**src/pkg/reset_mgr_pkg.sv**
```systemverilog
// constants and types shared by the bus-interface reset manager
package reset_mgr_pkg;

	// register indices; byte address is four times the index
	localparam logic [7:0] IDX_STATUS   = 8'h00;
	localparam logic [7:0] IDX_CONTROL  = 8'h01;
	localparam logic [7:0] IDX_AUX_CMD  = 8'h0a;
	localparam logic [7:0] IDX_XFER_CMD = 8'h10;
	localparam logic [7:0] IDX_CFG_BASE = 8'h11;
	localparam int         CFG_COUNT    = 11;

	// order of the configuration bank, from IDX_CFG_BASE upward
	localparam int CFG_TRANSFER_CONFIG  = 0;
	localparam int CFG_HANDSHAKE_SELECT = 1;
	localparam int CFG_THIRD_INT_MASK   = 2;
	localparam int CFG_SERIAL_POLL_RESP = 3;
	localparam int CFG_AUX_MODE         = 4;
	localparam int CFG_BUS_CONTROL      = 5;
	localparam int CFG_MISC             = 6;
	localparam int CFG_HS_INT_ENABLE    = 7;
	localparam int CFG_END_OF_STRING    = 8;
	localparam int CFG_SETTLE_DELAY     = 9;
	localparam int CFG_PARALLEL_POLL    = 10;

	// bank members cleared by the transfer-manager reset; the rest by the bus-side reset
	localparam logic [CFG_COUNT-1:0] XFER_GROUP = 11'h007;

	// command codes
	localparam logic [7:0] CMD_XFER_RESET = 8'h22;
	localparam logic [7:0] CMD_FULL_RESET = 8'h40;
	localparam logic [7:0] CMD_GO         = 8'h04;
	localparam logic [7:0] AUX_BUS_RESET  = 8'h02;
	localparam logic [7:0] AUX_PON_PULSE  = 8'h00;

	// field positions
	localparam int POLL_MODE_ONE_BIT = 7;
	localparam int CTL_LEGACY_MODE   = 0;
	localparam int CTL_COUNT_16BIT   = 1;
	localparam int CTL_IST           = 2;
	localparam int ST_SYNC           = 0;
	localparam int ST_STOPPED        = 1;
	localparam int ST_DONE           = 2;
	localparam int ST_PON            = 3;
	localparam int ST_NATIVE         = 4;
	localparam int ST_COUNT_16BIT    = 5;
	localparam int ST_IST            = 6;
	localparam int ST_PCI_MODE       = 7;

	// reset values
	localparam logic [7:0] CFG_RESET_VAL = 8'h00;
	localparam logic [7:0] PPC_RESET_VAL = 8'h80;

	typedef logic [CFG_COUNT-1:0][7:0] cfg_bank_t;

	typedef struct packed {
		logic native_mode;
		logic count_16bit;
		logic individual_status;
		logic bus_synchronized;
		logic transfer_done;
		logic transfer_stopped;
		logic pon;
	} reset_state_t;

	typedef enum logic [1:0] {
		PON_HELD,
		PON_PULSE,
		PON_OFF
	} pon_state_t;

endpackage : reset_mgr_pkg

```
**src/design/bus_interface_reset_manager.sv**
```systemverilog
// reset and initialisation manager for the instrument-bus side, APB slave
//
// Functional notes
// - the hardware reset pin enters native mode and does both the transfer and bus-side resets.
// - the reset pin is the PCI reset in PCI-host mode, the generic pin otherwise; PCI reset also resets the PCI interface.
// - transfer command 0x22 resets the transfer manager only, not talker, listener or poll logic.
// - that reset clears transfer config, handshake select and third mask, sets done and stopped, flushes the FIFO.
// - that reset sets the transfer byte counters to 16-bit counting.
// - that reset places the device in native register mode.
// - transfer command 0x40 acts exactly like the hardware reset pin.
// - auxiliary command 0x02 asserts the local power-on message, disconnecting from the bus.
// - after the bus-side reset the power-on message stays until software clears it.
// - the bus-side reset clears serial poll, auxiliary, bus control, misc, interrupt enable, end-of-string and settle delay.
// - the bus-side reset clears the individual status flag and sets poll mode one in the poll config.
// - auxiliary command 0x00 asserts the power-on message for one cycle then releases it.
// - once the pulse releases the message the device is reconnected to the bus.
// - hardware and transfer resets set the synchronized flag; only a later go clears it.
//
// The implementer's own choice: register access over APB.
`timescale 1ns/1ps
module bus_interface_reset_manager (
	// clock and reset
	input  wire logic                       clock,
	input  wire logic                       rst,
	// apb slave
	input  wire logic                       psel,
	input  wire logic                       penable,
	input  wire logic                       pwrite,
	input  wire logic [11:0]                paddr,
	input  wire logic [31:0]                pwdata,
	output logic                            pready,
	output logic      [31:0]                prdata,
	output logic                            pslverr,
	// reset pins and host mode strap
	input  wire logic                       pci_host_mode,
	input  wire logic                       pci_rst_n,
	input  wire logic                       gen_rst_n,
	// reset actions towards the rest of the device
	output logic                            pci_if_reset,
	output logic                            xfer_mgr_reset,
	output logic                            bus_side_reset,
	output logic                            fifo_flush,
	// state of this manager
	output reset_mgr_pkg::reset_state_t     state,
	output reset_mgr_pkg::cfg_bank_t        cfg_regs
);
	logic [7:0]  idx;
	logic        aligned;
	logic        in_cfg;
	logic        mapped;
	logic        wr_hit;
	logic        xfer_cmd_wr;
	logic        aux_cmd_wr;
	logic        ctl_wr;
	logic [7:0]  wbyte;
	logic        pin_reset;
	logic        full_reset;
	logic        xfer_reset;
	logic        chip_reset;
	logic        go_cmd;
	logic        pon_pulse_cmd;
	logic [7:0]  cfg_off;
	logic [7:0]  status_byte;
	logic [7:0]  control_byte;
	logic [31:0] read_d;
	logic        pon_msg;

	// one flop per flag; a packed struct cannot take several always_ff drivers
	logic native_q;
	logic count16_q;
	logic ist_q;
	logic sync_q;
	logic done_q;
	logic stopped_q;

	reset_mgr_pkg::reset_state_t st_q;

	// address decode
	assign idx     = paddr[9:2];
	assign aligned = (paddr[1:0] == 2'h0) && (paddr[11:10] == 2'h0);
	assign cfg_off = idx - reset_mgr_pkg::IDX_CFG_BASE;
	assign in_cfg  = (idx >= reset_mgr_pkg::IDX_CFG_BASE)
		&& (cfg_off < 8'(reset_mgr_pkg::CFG_COUNT));
	assign mapped  = aligned && (in_cfg
		|| idx == reset_mgr_pkg::IDX_STATUS
		|| idx == reset_mgr_pkg::IDX_CONTROL
		|| idx == reset_mgr_pkg::IDX_AUX_CMD
		|| idx == reset_mgr_pkg::IDX_XFER_CMD);

	// a write lands only at the edge that sees pready high in the access phase
	assign wr_hit      = psel && penable && pwrite && pready && mapped;
	assign wbyte       = pwdata[7:0];
	assign xfer_cmd_wr = wr_hit && idx == reset_mgr_pkg::IDX_XFER_CMD;
	assign aux_cmd_wr  = wr_hit && idx == reset_mgr_pkg::IDX_AUX_CMD;
	assign ctl_wr      = wr_hit && idx == reset_mgr_pkg::IDX_CONTROL;

	// only the listed codes do anything; every other code falls through
	assign go_cmd        = xfer_cmd_wr && wbyte == reset_mgr_pkg::CMD_GO;
	assign pon_pulse_cmd = aux_cmd_wr && wbyte == reset_mgr_pkg::AUX_PON_PULSE;

	// pins are sampled as synchronous inputs
	assign pin_reset  = pci_host_mode ? !pci_rst_n : !gen_rst_n;
	assign full_reset = pin_reset
		|| (xfer_cmd_wr && wbyte == reset_mgr_pkg::CMD_FULL_RESET);
	assign xfer_reset = full_reset
		|| (xfer_cmd_wr && wbyte == reset_mgr_pkg::CMD_XFER_RESET);
	assign chip_reset = full_reset
		|| (aux_cmd_wr && wbyte == reset_mgr_pkg::AUX_BUS_RESET);

	// apb answers with one wait-free access phase
	always_ff @(posedge clock) begin
		if (rst) begin
			pready <= 1'b0;
		end else begin
			pready <= psel && !penable;
		end
	end

	always_ff @(posedge clock) begin
		if (rst) begin
			pslverr <= 1'b0;
		end else begin
			pslverr <= psel && !penable && !mapped;
		end
	end

	always_ff @(posedge clock) begin
		if (rst) begin
			prdata <= 32'h0000_0000;
		end else if (psel && !penable) begin
			prdata <= pwrite ? 32'h0000_0000 : read_d;
		end
	end

	// register bank
	genvar g;
	generate
		for (g = 0; g < reset_mgr_pkg::CFG_COUNT; g++) begin : g_cfg
			localparam logic [7:0] CLR = (g == reset_mgr_pkg::CFG_PARALLEL_POLL)
				? reset_mgr_pkg::PPC_RESET_VAL : reset_mgr_pkg::CFG_RESET_VAL;
			localparam bit IN_XFER = reset_mgr_pkg::XFER_GROUP[g];
			clearable_reg #(
				.CLR_VAL (CLR)
			) u_reg (
				.clock   (clock),
				.rst     (rst),
				.wr_en   (wr_hit && in_cfg && cfg_off == 8'(g)),
				.wr_data (wbyte),
				// transfer reset touches only its own group; talker and poll state survive
				.clr     (IN_XFER ? xfer_reset : chip_reset),
				.q       (cfg_regs[g])
			);
		end
	endgenerate

	pon_control u_pon (
		.clock (clock),
		.rst   (rst),
		.hold  (chip_reset),
		.pulse (pon_pulse_cmd),
		.pon_q (pon_msg)
	);

	// mode and counter width: reset forces them, software may change them afterwards
	always_ff @(posedge clock) begin
		if (rst || xfer_reset) begin
			native_q <= 1'b1;
		end else if (ctl_wr) begin
			native_q <= !wbyte[reset_mgr_pkg::CTL_LEGACY_MODE];
		end
	end

	always_ff @(posedge clock) begin
		if (rst || xfer_reset) begin
			count16_q <= 1'b1;
		end else if (ctl_wr) begin
			count16_q <= wbyte[reset_mgr_pkg::CTL_COUNT_16BIT];
		end
	end

	always_ff @(posedge clock) begin
		if (rst || chip_reset) begin
			ist_q <= 1'b0;
		end else if (ctl_wr) begin
			ist_q <= wbyte[reset_mgr_pkg::CTL_IST];
		end
	end

	// flags set by reset beat a go landing in the same cycle
	always_ff @(posedge clock) begin
		if (rst || xfer_reset) begin
			sync_q <= 1'b1;
		end else if (go_cmd) begin
			sync_q <= 1'b0;
		end
	end

	always_ff @(posedge clock) begin
		if (rst || xfer_reset) begin
			done_q <= 1'b1;
		end else if (go_cmd) begin
			done_q <= 1'b0;
		end
	end

	always_ff @(posedge clock) begin
		if (rst || xfer_reset) begin
			stopped_q <= 1'b1;
		end else if (go_cmd) begin
			stopped_q <= 1'b0;
		end
	end

	always_comb begin
		st_q                   = '0;
		st_q.native_mode       = native_q;
		st_q.count_16bit       = count16_q;
		st_q.individual_status = ist_q;
		st_q.bus_synchronized  = sync_q;
		st_q.transfer_done     = done_q;
		st_q.transfer_stopped  = stopped_q;
		st_q.pon               = pon_msg;
	end

	always_ff @(posedge clock) begin
		if (rst) begin
			state <= '0;
		end else begin
			state <= st_q;
		end
	end

	// action pulses, one cycle per command and as long as the reset pin is low, registered so that outputs come from flops
	always_ff @(posedge clock) begin
		if (rst) begin
			xfer_mgr_reset <= 1'b0;
			bus_side_reset <= 1'b0;
			fifo_flush     <= 1'b0;
			pci_if_reset   <= 1'b0;
		end else begin
			xfer_mgr_reset <= xfer_reset;
			bus_side_reset <= chip_reset;
			fifo_flush     <= xfer_reset;
			pci_if_reset   <= full_reset && pci_host_mode;
		end
	end

	// read mux
	always_comb begin
		status_byte = 8'h00;
		status_byte[reset_mgr_pkg::ST_SYNC]        = st_q.bus_synchronized;
		status_byte[reset_mgr_pkg::ST_STOPPED]     = st_q.transfer_stopped;
		status_byte[reset_mgr_pkg::ST_DONE]        = st_q.transfer_done;
		status_byte[reset_mgr_pkg::ST_PON]         = st_q.pon;
		status_byte[reset_mgr_pkg::ST_NATIVE]      = st_q.native_mode;
		status_byte[reset_mgr_pkg::ST_COUNT_16BIT] = st_q.count_16bit;
		status_byte[reset_mgr_pkg::ST_IST]         = st_q.individual_status;
		status_byte[reset_mgr_pkg::ST_PCI_MODE]    = pci_host_mode;
		control_byte = 8'h00;
		control_byte[reset_mgr_pkg::CTL_LEGACY_MODE] = !st_q.native_mode;
		control_byte[reset_mgr_pkg::CTL_COUNT_16BIT] = st_q.count_16bit;
		control_byte[reset_mgr_pkg::CTL_IST]         = st_q.individual_status;
		read_d = 32'h0000_0000;
		if (in_cfg) begin
			read_d[7:0] = cfg_regs[cfg_off[3:0]];
		end else if (idx == reset_mgr_pkg::IDX_STATUS) begin
			read_d[7:0] = status_byte;
		end else if (idx == reset_mgr_pkg::IDX_CONTROL) begin
			read_d[7:0] = control_byte;
		end
	end

endmodule : bus_interface_reset_manager

```
**src/design/clearable_reg.sv**
```systemverilog
// one software register with a hardware clear to a fixed value
`timescale 1ns/1ps
module clearable_reg #(
	parameter logic [7:0] CLR_VAL = 8'h00
) (
	// clock and reset
	input  wire logic       clock,
	input  wire logic       rst,
	// control
	input  wire logic       wr_en,
	input  wire logic [7:0] wr_data,
	input  wire logic       clr,
	// state
	output logic      [7:0] q
);
	// clear wins: a reset command beats a write landing in the same cycle
	always_ff @(posedge clock) begin
		if (rst || clr) begin
			q <= CLR_VAL;
		end else if (wr_en) begin
			q <= wr_data;
		end
	end
endmodule : clearable_reg

```
**src/design/pon_control.sv**
```systemverilog
// local power-on message: held by the bus-side reset, pulsed by its own command
`timescale 1ns/1ps
module pon_control (
	// clock and reset
	input  wire logic clock,
	input  wire logic rst,
	// commands
	input  wire logic hold,
	input  wire logic pulse,
	// message
	output logic      pon_q
);
	reset_mgr_pkg::pon_state_t state_q;
	reset_mgr_pkg::pon_state_t state_d;

	always_comb begin
		state_d = state_q;
		unique case (state_q)
			reset_mgr_pkg::PON_HELD:  state_d = pulse ? reset_mgr_pkg::PON_PULSE : state_q;
			reset_mgr_pkg::PON_PULSE: state_d = reset_mgr_pkg::PON_OFF;
			reset_mgr_pkg::PON_OFF:   state_d = pulse ? reset_mgr_pkg::PON_PULSE : state_q;
			default:                  state_d = reset_mgr_pkg::PON_HELD;
		endcase
		// hold outranks a pulse in the same cycle
		if (hold) begin
			state_d = reset_mgr_pkg::PON_HELD;
		end
	end

	always_ff @(posedge clock) begin
		if (rst) begin
			state_q <= reset_mgr_pkg::PON_HELD;
		end else begin
			state_q <= state_d;
		end
	end

	// pulse is exactly one cycle high, then reconnects
	always_ff @(posedge clock) begin
		if (rst) begin
			pon_q <= 1'b1;
		end else begin
			pon_q <= (state_d != reset_mgr_pkg::PON_OFF);
		end
	end
endmodule : pon_control

```
**config.mk**
```make
export PLATFORM = sky130hd
export DESIGN_NAME = bus_interface_reset_manager
export DESIGN_NICKNAME = d
export VERILOG_FILES = /design/src/pkg/reset_mgr_pkg.sv /design/src/design/bus_interface_reset_manager.sv /design/src/design/clearable_reg.sv /design/src/design/pon_control.sv
export SDC_FILE = /design/constraint.sdc
export NUM_CORES = 1
export LEC_CHECK = 0
export ABC_AREA = 1
export BUFFER_PORTS_ARGS = -buffer_cell sky130_fd_sc_hd__buf_2
export CORE_ASPECT_RATIO = 0.6
export CORE_UTILIZATION = 45
export CTS_BUF_LIST = sky130_fd_sc_hd__clkbuf_4
export CTS_CLUSTER_SIZE = 28
export DETAILED_ROUTE_END_ITERATION = 8
export GPL_TIMING_DRIVEN = 0
export PLACE_DENSITY = 0.71
export SYNTH_ARGS = -nofsm -noshare
export SYNTH_HDL_FRONTEND = slang
export SYNTH_SLANG_ARGS = --single-unit
export TNS_END_PERCENT = 100
```
**constraint.sdc**
```tcl
create_clock -name clock -period 2.9 [get_ports clock]
set_input_delay 0.145 -clock clock [delete_from_list [all_inputs] [get_ports clock]]
set_output_delay 0.145 -clock clock [all_outputs]
set_load 0.05 [all_outputs]
```
After elaboration in Yosys (flattened, before gate mapping)
Cells that the tools add are included.

word-level totals
  register bits = 137
  input port bits = 52
  output and inout bits = 133
  logic and storage cells = 114

operators by class
  add/sub/neg operators = 1
  magnitude comparators = 3
  equality and inequality tests = 20
  mux-type cells = 10
  reductions and logical operators = 52

operators with widths
  operator                                             count
  == test 8 x 3 -> 1 bit, second input constant        5
  binary-select mux 8 bit (select 4 bit)               1
  == test 8 x 4 -> 1 bit, second input constant        4
  two-way mux 8 bit                                    4
  logical AND 1 bit                                    30
  == test 8 x 2 -> 1 bit, second input constant        3
  zero test 8 bit                                      3
  == test 8 x 1 -> 1 bit, second input constant        2
  logical OR 1 bit                                     9
  == test 8 x 5 -> 1 bit, second input constant        1
  == test 8 x 6 -> 1 bit, second input constant        1
  == test 8 x 7 -> 1 bit, second input constant        1
  >= comparator 8 x 5 -> 1 bit, second input constant  1
  < comparator 8 x 4 -> 1 bit, second input constant   1
  subtractor 8 x 5 -> 8 bit, second input constant     1
  zero test 1 bit                                      6
  zero test 2 bit                                      3
  < comparator 4 x 5 -> 1 bit, second input constant   1
  two-way mux 2 bit                                    2
  case mux 2 bit (2 select lines)                      1
  two-way mux 3 bit                                    1
  == test 2 x 1 -> 1 bit, second input constant        1
  == test 2 bit, second input constant                 1
  inequality test 2 bit, second input constant         1
  2 further kinds                                      2

Longest topological paths before layout
Gate-level depths: netlist of run 1.

  depth in word-level cells = 15
  mapped depth = 17
  depth with buffers taken out = 15

Hierarchy
Synthesis of run 1 repeated with hierarchy kept, for this count alone.

second synthesis, totals
  cell total of the unflattened synthesis = 1,004
  area total of the unflattened synthesis = 6,530.0 um2

modules (own cells, without submodules)
  module                               instances  cells an instance  area an instance (um2)  seq. area each (um2)
  clearable_reg at g_cfg[0].u_reg ...  10         51                 357.8                   160.2
  bus_interface_reset_manager          1          421                2,467.4                 440.4
  clearable_reg at g_cfg[10].u_reg     1          50                 346.6                   160.2
  pon_control                          1          23                 137.6                   60.1

Least setup slack after synthesis of run 1
No wires, ideal clock.

  path kind = input port to flip-flop
  from = in paddr[2]
  to = reg g_cfg[3].u_reg.q[0]
  setup time = 113 ps
  arrival = 2,268 ps
  required time = 2,787 ps
  setup slack = 519 ps
  stages = 15
  buffers on the path = 3
  cell sequence = inv_1 clkbuf_1 ha_1 xnor2_2 inv_2 o21ai_1 nand3_2 nand2_2 nand4_1 nor2_1 nor2_2 nand3_1 buf_4 buf_6 nor2_1

on the way
  longest elaborated chain between the ends = 14
  elaborated cells on any way between the ends = 24
  classes of those cells = add/sub: 1; order compare: 2; eq/ne: 4; reduce/logical: 17

RTL lines
  what                         RTL line                            text
  start, declared              bus_interface_reset_manager.sv:29   input wire logic [11:0] paddr,
  subtractor 8 x 5 -> 8 bit    bus_interface_reset_manager.sv:81   assign cfg_off = idx - reset_mgr_pkg::IDX_CFG_BASE;
  < comparator 8 x 4 -> 1 bit  bus_interface_reset_manager.sv:83   && (cfg_off < 8'(reset_mgr_pkg::CFG_COUNT));
  logical AND 1 bit            bus_interface_reset_manager.sv:83
  logical OR 1 bit             bus_interface_reset_manager.sv:85   || idx == reset_mgr_pkg::IDX_STATUS
  logical OR 1 bit             bus_interface_reset_manager.sv:86   || idx == reset_mgr_pkg::IDX_CONTROL
  logical OR 1 bit             bus_interface_reset_manager.sv:87   || idx == reset_mgr_pkg::IDX_AUX_CMD
  logical OR 1 bit             bus_interface_reset_manager.sv:88   || idx == reset_mgr_pkg::IDX_XFER_CMD);
  logical AND 1 bit            bus_interface_reset_manager.sv:84   assign mapped = aligned && (in_cfg
  logical AND 1 bit            bus_interface_reset_manager.sv:91   assign wr_hit = psel && penable && pwrite && pready && mapped;
  logical AND 1 bit            bus_interface_reset_manager.sv:93   assign xfer_cmd_wr = wr_hit && idx == reset_mgr_pkg::IDX_XFER_CMD;
  logical AND 1 bit            bus_interface_reset_manager.sv:104  || (xfer_cmd_wr && wbyte == reset_mgr_pkg::CMD_FULL_RESET);
  logical OR 1 bit             bus_interface_reset_manager.sv:104
  logical OR 1 bit             bus_interface_reset_manager.sv:108  || (aux_cmd_wr && wbyte == reset_mgr_pkg::AUX_BUS_RESET);
  logical OR 1 bit             clearable_reg.sv:18                 if (rst || clr) begin
  end signal, assigned         clearable_reg.sv:21                 q <= wr_data;
  end, declared                clearable_reg.sv:14                 output logic [7:0] q

Parallel ways exist; a longest one is shown, timed or not.
A chain may end at the register's enable or synchronous reset.

Worst setup path after layout of run 1
  from = in paddr[2]
  to = reg g_cfg[6].u_reg.q[2]

on the way
  longest elaborated chain between the ends = 14
  elaborated cells on any way between the ends = 24
  classes of those cells = add/sub: 1; order compare: 2; eq/ne: 4; reduce/logical: 17

RTL lines
  what                         RTL line
  subtractor 8 x 5 -> 8 bit    bus_interface_reset_manager.sv:81
  < comparator 8 x 4 -> 1 bit  bus_interface_reset_manager.sv:83
  logical AND 1 bit            bus_interface_reset_manager.sv:83
  logical OR 1 bit             bus_interface_reset_manager.sv:85
  logical OR 1 bit             bus_interface_reset_manager.sv:86
  logical OR 1 bit             bus_interface_reset_manager.sv:87
  logical OR 1 bit             bus_interface_reset_manager.sv:88
  logical AND 1 bit            bus_interface_reset_manager.sv:84
  logical AND 1 bit            bus_interface_reset_manager.sv:91
  logical AND 1 bit            bus_interface_reset_manager.sv:93
  logical AND 1 bit            bus_interface_reset_manager.sv:104
  logical OR 1 bit             bus_interface_reset_manager.sv:104
  logical OR 1 bit             bus_interface_reset_manager.sv:108
  logical OR 1 bit             clearable_reg.sv:18
  end signal, assigned         clearable_reg.sv:21
  end, declared                clearable_reg.sv:14

Parallel ways exist; a longest one is shown, timed or not.

==> results of run 1 <==
==> metal layers <==
metal | routed length, µm | track usage, % | part of all wire (%)
met1 | 9940 | 45.6 | 45
met2 | 8550 | 42.3 | 39
met3 | 3030 | 10.5 | 14
met4 | 402 | 7.74 | 1.8
met5 | 0 | 0 | 0
==> critical path: cells and delay by family <==
kind | cells | cell delay (ps)
and+or+nand+nor | 4 | 850
adders and majority gates | 1 | 300
xor gates and xnor gates | 1 | 200
AOI/OAI and AO/OA | 2 | 530
buffers and inverters | 4 | 960
==> cell type report <==
type,instances,share of cell area [%]
Buffer,74,5.76
Clock buffer,18,1.79
Clock inverter,13,2.55
Inverter,128,6.41
Multi-Input combinational cell,680,40.8
Sequential cell,113,29.9
Tap cell,170,2.81
Timing Repair Buffer,144,9.97
==> logic make-up (layout without fill, tap and decap cells) <==
family,count (synthesis),after routing,share of synthesized area [%]
flip-flops,113,113,36.6
adder cells (fa/ha/maj),5,5,1.01
AO/OA/AOI/OAI,124,124,10.9
XOR/XNOR,1,1,0.263
other,1,24,0.0607
buffers and inverters,203,377,14.9
AND/OR/NAND/NOR,526,526,36.3
==> synth_stat cells <==
master,number,area [µm²]
nor2_2,7,43.8
and2_1,2,12.5
nor3_1,91,455
o211ai_1,3,22.5
clkbuf_1,26,97.6
ha_1,5,62.6
xnor2_2,1,16.3
o21ai_0,50,250
a32oi_1,8,70.1
o22ai_1,8,50.1
dfxtp_1,113,2260
conb_1,1,3.75
buf_4,29,218
nand4_4,1,21.3
a21oi_1,53,265
nor4_1,1,6.26
nand2_1,75,282
o21a_1,1,7.51
buf_2,14,70.1
nor4_2,1,12.5
nand3_1,21,105
inv_1,126,473
nor2_1,308,1160
nand3_2,8,80.1
nand2_2,2,12.5
o21ai_1,1,5.00
nand4_1,8,50.1
inv_2,2,7.51
buf_1,2,7.51
and3_1,1,6.26
buf_6,4,45.0
==> sequential cells by signal (all words and copies together) (netlist names), 2 cells and up <==
signal         cells
g_cfg.u_reg.q     88
state              5
u_pon.state_q      2
prdata             8
==> metrics by stage <==
step	setup slack, ps	TNS, ps	util, %	instances	cell area, µm²
final	304	0	57.7	1340	7560
after global routing	193	0	57.7	1340	7560
after detailed placement	-512	-38640	54.7	1302	7160
after floorplan	519	0	-	996	6260
after CTS	35.1	0	57.5	1338	7530
after global placement	-520	-38170	54.7	1302	7160
==> final timing paths <==
kind                              end  slack, ps  cells after the start
hold reg to reg              state[1]        470                      2
hold / removal              prdata[3]         40                      4
setup reg to reg  g_cfg[6].u_reg.q[2]        800                      8
setup / recovery  g_cfg[6].u_reg.q[2]        300                     12
==> report_power, final <==
group,internal [mW],total [mW],switching [mW]
Sequential,1.56,1.56,0.00221
Combinational,0.136,0.518,0.382
Clock,0.762,1.39,0.630
Total,2.46,3.47,1.01
==> what timing repair did <==
item,in CTS,in global routing
resized for setup,0,3
endpoints found under the hold margin,5,0
buffers inserted,0,3
hold buffers,5,0
endpoints found under the setup margin,0,91
==> flow_summary_export.csv, run 1 <==
group,metric,value,unit
outcome,status,"complete, no violations",
worst_setup_path,endpoint_kind,"flop",
floorplan,ios,185,
worst_setup_path,start_kind,"input pin",
finish,mostFrequentLayoutCells,"nor2_1 (308), buf_2 (150), inv_1 (125), dfxtp_1 (113), nor3_1 (91)",
route,drt-initial-drc-count,681,
worst_setup_path,worstPathRequired,3300,ps
finish,final_common_cell,"nor2_1",
placed_design,io_buffers,136,
cts,cts_max_level,4,
grt,grt_overflow,0,
route,wl,21900,µm
timing,maxSlewViolCount,0,
route,drc,0,
finish,layout-drive-gt1-share,20.3,%
floorplan,core,0.0131,mm²
floorplan,die_x,153,µm
worst_setup_path,crit_chain,"buf_2 -> clkinvlp_4 -> ha_1 -> xnor2_2 -> inv_2 -> o21ai_1 -> nand3_2 -> a21oi_1 -> nand4_1 -> nand3_1 -> clkbuf_1 -> nor2_1",
placed_design,gp_congestion,0.994,
grt,antenna_found_initial,0,
yosys,syn_avg_cell_area,6.35,µm²
cts,cts.sinks,113,
yosys,synth_cell_type_count,31,
placed_design,dp_hpwl,16600,µm
cts,cts_buffers,17,
route,first_pass_iters,6,
timing,rsz0062_at_grt,"false",
worst_setup_path,cpMaxStageDelayCell,"clkbuf_1",
worst_setup_path,crit_path_max_incr_delay,440,ps
timing,worst_pin_slew,963,ps
cts,clock_tree.root_cell,"clkbuf_4",
job,max_cap_violations,0,
timing,fin_crit_sh,89.5,%
route,antenna_left,0,
worst_hold_path,hold_path_startpoint,"pwrite",
cts,cts.clk_slew.worst_paths,100,ps
worst_setup_path,crit_arrival,3000,ps
cts,cts_buffer_depth,2,
yosys,synth_seq_cells,113,
timing,finalClockSkew,15.0,ps
yosys,syn-instance-count,973,
power_and_ir_drop,power,3.47,mW
finish,fin_nets,1215,
timing,period_needed,2600,ps
worst_setup_path,path_class,"in -> reg",
yosys,yosys_warnings,0,
power_and_ir_drop,power_density,459,mW/mm²
grt,grt_usage,31.1,%
finish,antenna_cells,0,
cts,clk_latency,540,ps
route,routedWlPerCell,16.4,µm
yosys,synth.yosys.seq_area_share,36.6,%
timing,slew_headroom,35.8,%
finish,multiInputGateArea,0.00308,mm²
power_and_ir_drop,ir_drop,0.000250,V
yosys,syn_area,0.00618,mm²
worst_hold_path,min_path_type,"in -> reg",
finish,ff_latch_area,0.00226,mm²
floorplan,dieHeight,92.8,µm
route,avgViaCountPerCell,5.15,
finish,fill_cells,1306,
route,vias,6904,
floorplan,start_util,47.2,%
cts,cts_tree,"yes",
grt,grt_pass1_wl,33200,µm
floorplan,die_area,0.0142,mm²
grt,grt_max_degree,17,
timing,max_freq,385,MHz
power_and_ir_drop,p_leak,3.27,nW
worst_setup_path,startpoint,"paddr[2]",
timing,setup_viol,0,
worst_setup_path,cp_max_fo,10,
grt,grt_pass1_vias,6058,
finish,area_delta_synth_final,22.4,%
worst_setup_path,r2r-start,"pready",
timing,whs,41.0,ps
floorplan,row_count,32,
timing,hold_violations,0,
No activity file was read; power rests on OpenSTA's default activity.
==> inputs of run 2 (changes only) <==
CELL_PAD_IN_SITES_DETAIL_PLACEMENT = 1   (was default)
CELL_PAD_IN_SITES_GLOBAL_PLACEMENT = 2   (was default)
CORE_MARGIN = 4   (was default)
CORE_UTILIZATION = 28   (was 45)
PLACE_DENSITY = 0.83   (was 0.71)
==> run 2 against run 1 <==
Net effect:
- core utilization decreased by 22 points
- sequential power about the same
- critical endpoint is now stopped_q
- non-clock buffer count increased by 5
- critical path type unchanged
- die area increased by 73%
- sequential share of layout area decreased by 0.61 points
- cell area increased by 2.1%
- routed wire length increased by 24%
==> flow_summary_export.csv, run 2 (synthesized netlist as in run 1, its figures left out) <==
group,metric,value,unit
grt,grt_pass1_vias,6745,
placed_design,dp_hpwl,21100,µm
finish,final_common_cell,"nor2_1",
worst_setup_path,r2r-end,"stopped_q",
placed_design,io_buffers,136,
finish,final_area,0.00771,mm²
finish,ff_latch_area,0.00226,mm²
cts,cts_tree,"yes",
timing,whs,47.3,ps
grt,antenna_found_initial,0,
finish,mostFrequentLayoutCells,"nor2_1 (307), buf_2 (150), inv_1 (125), dfxtp_1 (113), nor3_1 (91)",
timing,fin_crit_sh,93.3,%
cts,cts_buffer_depth,2,
finish,postLayoutCoreUtil,36.2,%
placed_design,gp_congestion,0.857,
timing,max_freq,370,MHz
timing,worst_pin_slew,995,ps
power_and_ir_drop,power_density,442,mW/mm²
cts,cts_buffers,17,
finish,fill_cells,2862,
cts,clk_latency,590,ps
timing,finalSetupTns,0,ps
finish,top_regs,"g_cfg.u_reg.q x88, prdata x8, state x5",
grt,grt_usage,22.2,%
finish,top_register,"g_cfg.u_reg.q",
timing,period_needed,2700,ps
worst_setup_path,crit_arrival,3250,ps
finish,antenna_cells,0,
worst_hold_path,hold_path_startpoint,"pwdata[7]",
route,routedWlPerCell,18.7,µm
floorplan,dieHeight,123,µm
finish,multiInputGateArea,0.00309,mm²
timing,finalClockSkew,22.8,ps
outcome,status,"complete, no violations",
worst_setup_path,worstPathRequired,3440,ps
worst_setup_path,reg2reg_slack,800,ps
finish,layout-drive-gt1-share,20.3,%
worst_hold_path,min_to,"g_cfg[1].u_reg.q[7]",
cts,cts.sinks,113,
grt,grt_overflow,0,
timing,hold_violations,0,
job,max_cap_violations,0,
finish,largest_reg_flops,88,
route,first_pass_iters,5,
route,drc,0,
timing,maxSlewViolCount,0,
grt,grt_max_degree,18,
timing,setup_viol,0,
route,drt-initial-drc-count,527,
worst_setup_path,crit_chain,"dlygate4sd3_1 -> buf_2 -> nor4_2 -> dlygate4sd3_1 -> inv_1 -> a21oi_1 -> nand4_1 -> nand2_1 -> nor2_1 -> nand3_1 -> dlygate4sd3_1",
worst_hold_path,min_path_cells,5,
grt,grt_pass1_wl,40700,µm
worst_setup_path,cp_max_fo,4,
route,avgViaCountPerCell,4.84,
placed_design,postPlaceCellArea,0.00729,mm²
power_and_ir_drop,ir_drop,0.000231,V
worst_setup_path,start_kind,"input pin",
cts,clock_tree.root_cell,"clkbuf_4",
timing,rsz0062_at_grt,"false",
worst_hold_path,min_path_type,"in -> reg",
finish,fin_nets,1220,
worst_setup_path,crit_path_max_incr_delay,680,ps
worst_setup_path,ff2ff_path_depth,7,
floorplan,core,0.0213,mm²
worst_setup_path,cpMaxStageDelayCell,"dlygate4sd3_1",
timing,slew_headroom,33.7,%
worst_setup_path,endpoint_kind,"flop",
floorplan,row_count,41,
finish,area_delta_synth_final,24.9,%
route,vias,7037,
cts,cts_max_level,4,
power_and_ir_drop,p_leak,3.28,nW
floorplan,die_x,200,µm
worst_setup_path,path_class,"in -> reg",
cts,cts.clk_slew.worst_paths,110,ps
worst_setup_path,r2r-start,"pready",
floorplan,start_util,28.9,%
worst_setup_path,cp_common_cell,"dlygate4sd3_1",
route,antenna_left,0,
route,wl,27300,µm
floorplan,die_area,0.0246,mm²
floorplan,ios,185,
[run 2: cell types whose count changed in the layout (fill, tap and decap cells not counted), sizes merged]
cell,before,now
dlygate4sd3,5,11
bufinv,5,3
clkinv,5,6
buf,188,187
clkbuf,43,45
[run 2: worst max-delay path: cells and delay by family]
kind | cells | cell delay [ps]
simple gates | 5 | 900
compound gates | 1 | 270
buf+inv | 5 | 1920
[run 2: repair_timing]
action,in CTS,in global routing
resized for setup,0,6
hold buffers,11,0
setup endpoints to repair,45,51
endpoints found under the hold margin,15,0
setup buffers,0,2
[run 2: worst max path at each step]
stage / cells after the start / slack, ps / to / startpoint
2_1_floorplan: 15 / 520 / g_cfg[3].u_reg.q[0] / paddr[2]
3_3_place_gp: 13 / -770 / g_cfg[7].u_reg.q[3] / paddr[2]
5_1_grt: 11 / 70 / stopped_q / paddr[10]
4_1_cts: 12 / 120 / g_cfg[7].u_reg.q[2] / paddr[2]
6_report: 11 / 200 / stopped_q / paddr[10]
3_5_place_dp: 13 / -750 / g_cfg[7].u_reg.q[5] / paddr[2]
[run 2: routing by layer]
metal | vias to the layer above | share of wire (%) | global-route usage, %
li1 | 3405 | - | -
met3 | 23 | 7.1 | 4.90
met4 | 0 | 1.1 | 4.79
met5 | - | 0 | 0
met2 | 224 | 39 | 30.5
met1 | 3385 | 53 | 34.8
[run 2: through the flow]
step / cells / setup slack, ps / total power [mW]
floorplan: 996 / 519 / 1.95
global placement: 1411 / -766 / 2.11
detailed placement: 1411 / -751 / 2.12
CTS: 1453 / 122 / 3.42
global route: 1455 / 67.7 / 3.55
finish: 1455 / 196 / 3.41
[run 2: where the power goes]
group          internal, mW  total (mW)  switching [mW]
clock network         0.613        1.31           0.693
logic                 0.139       0.542           0.402
registers              1.56        1.56         0.00261
[run 2: area by class of cell]
| cell class | count | share of cell area [%] |
|---|---|---|
| tap | 279 | 4.52 |
| inverter | 128 | 6.28 |
| clock inverter | 12 | 1.83 |
| sequential | 113 | 29.3 |
| timing repair buffer | 149 | 10.4 |
| buffer | 74 | 5.66 |
| multi-input combinational | 680 | 40.0 |
| clock buffer | 20 | 1.95 |
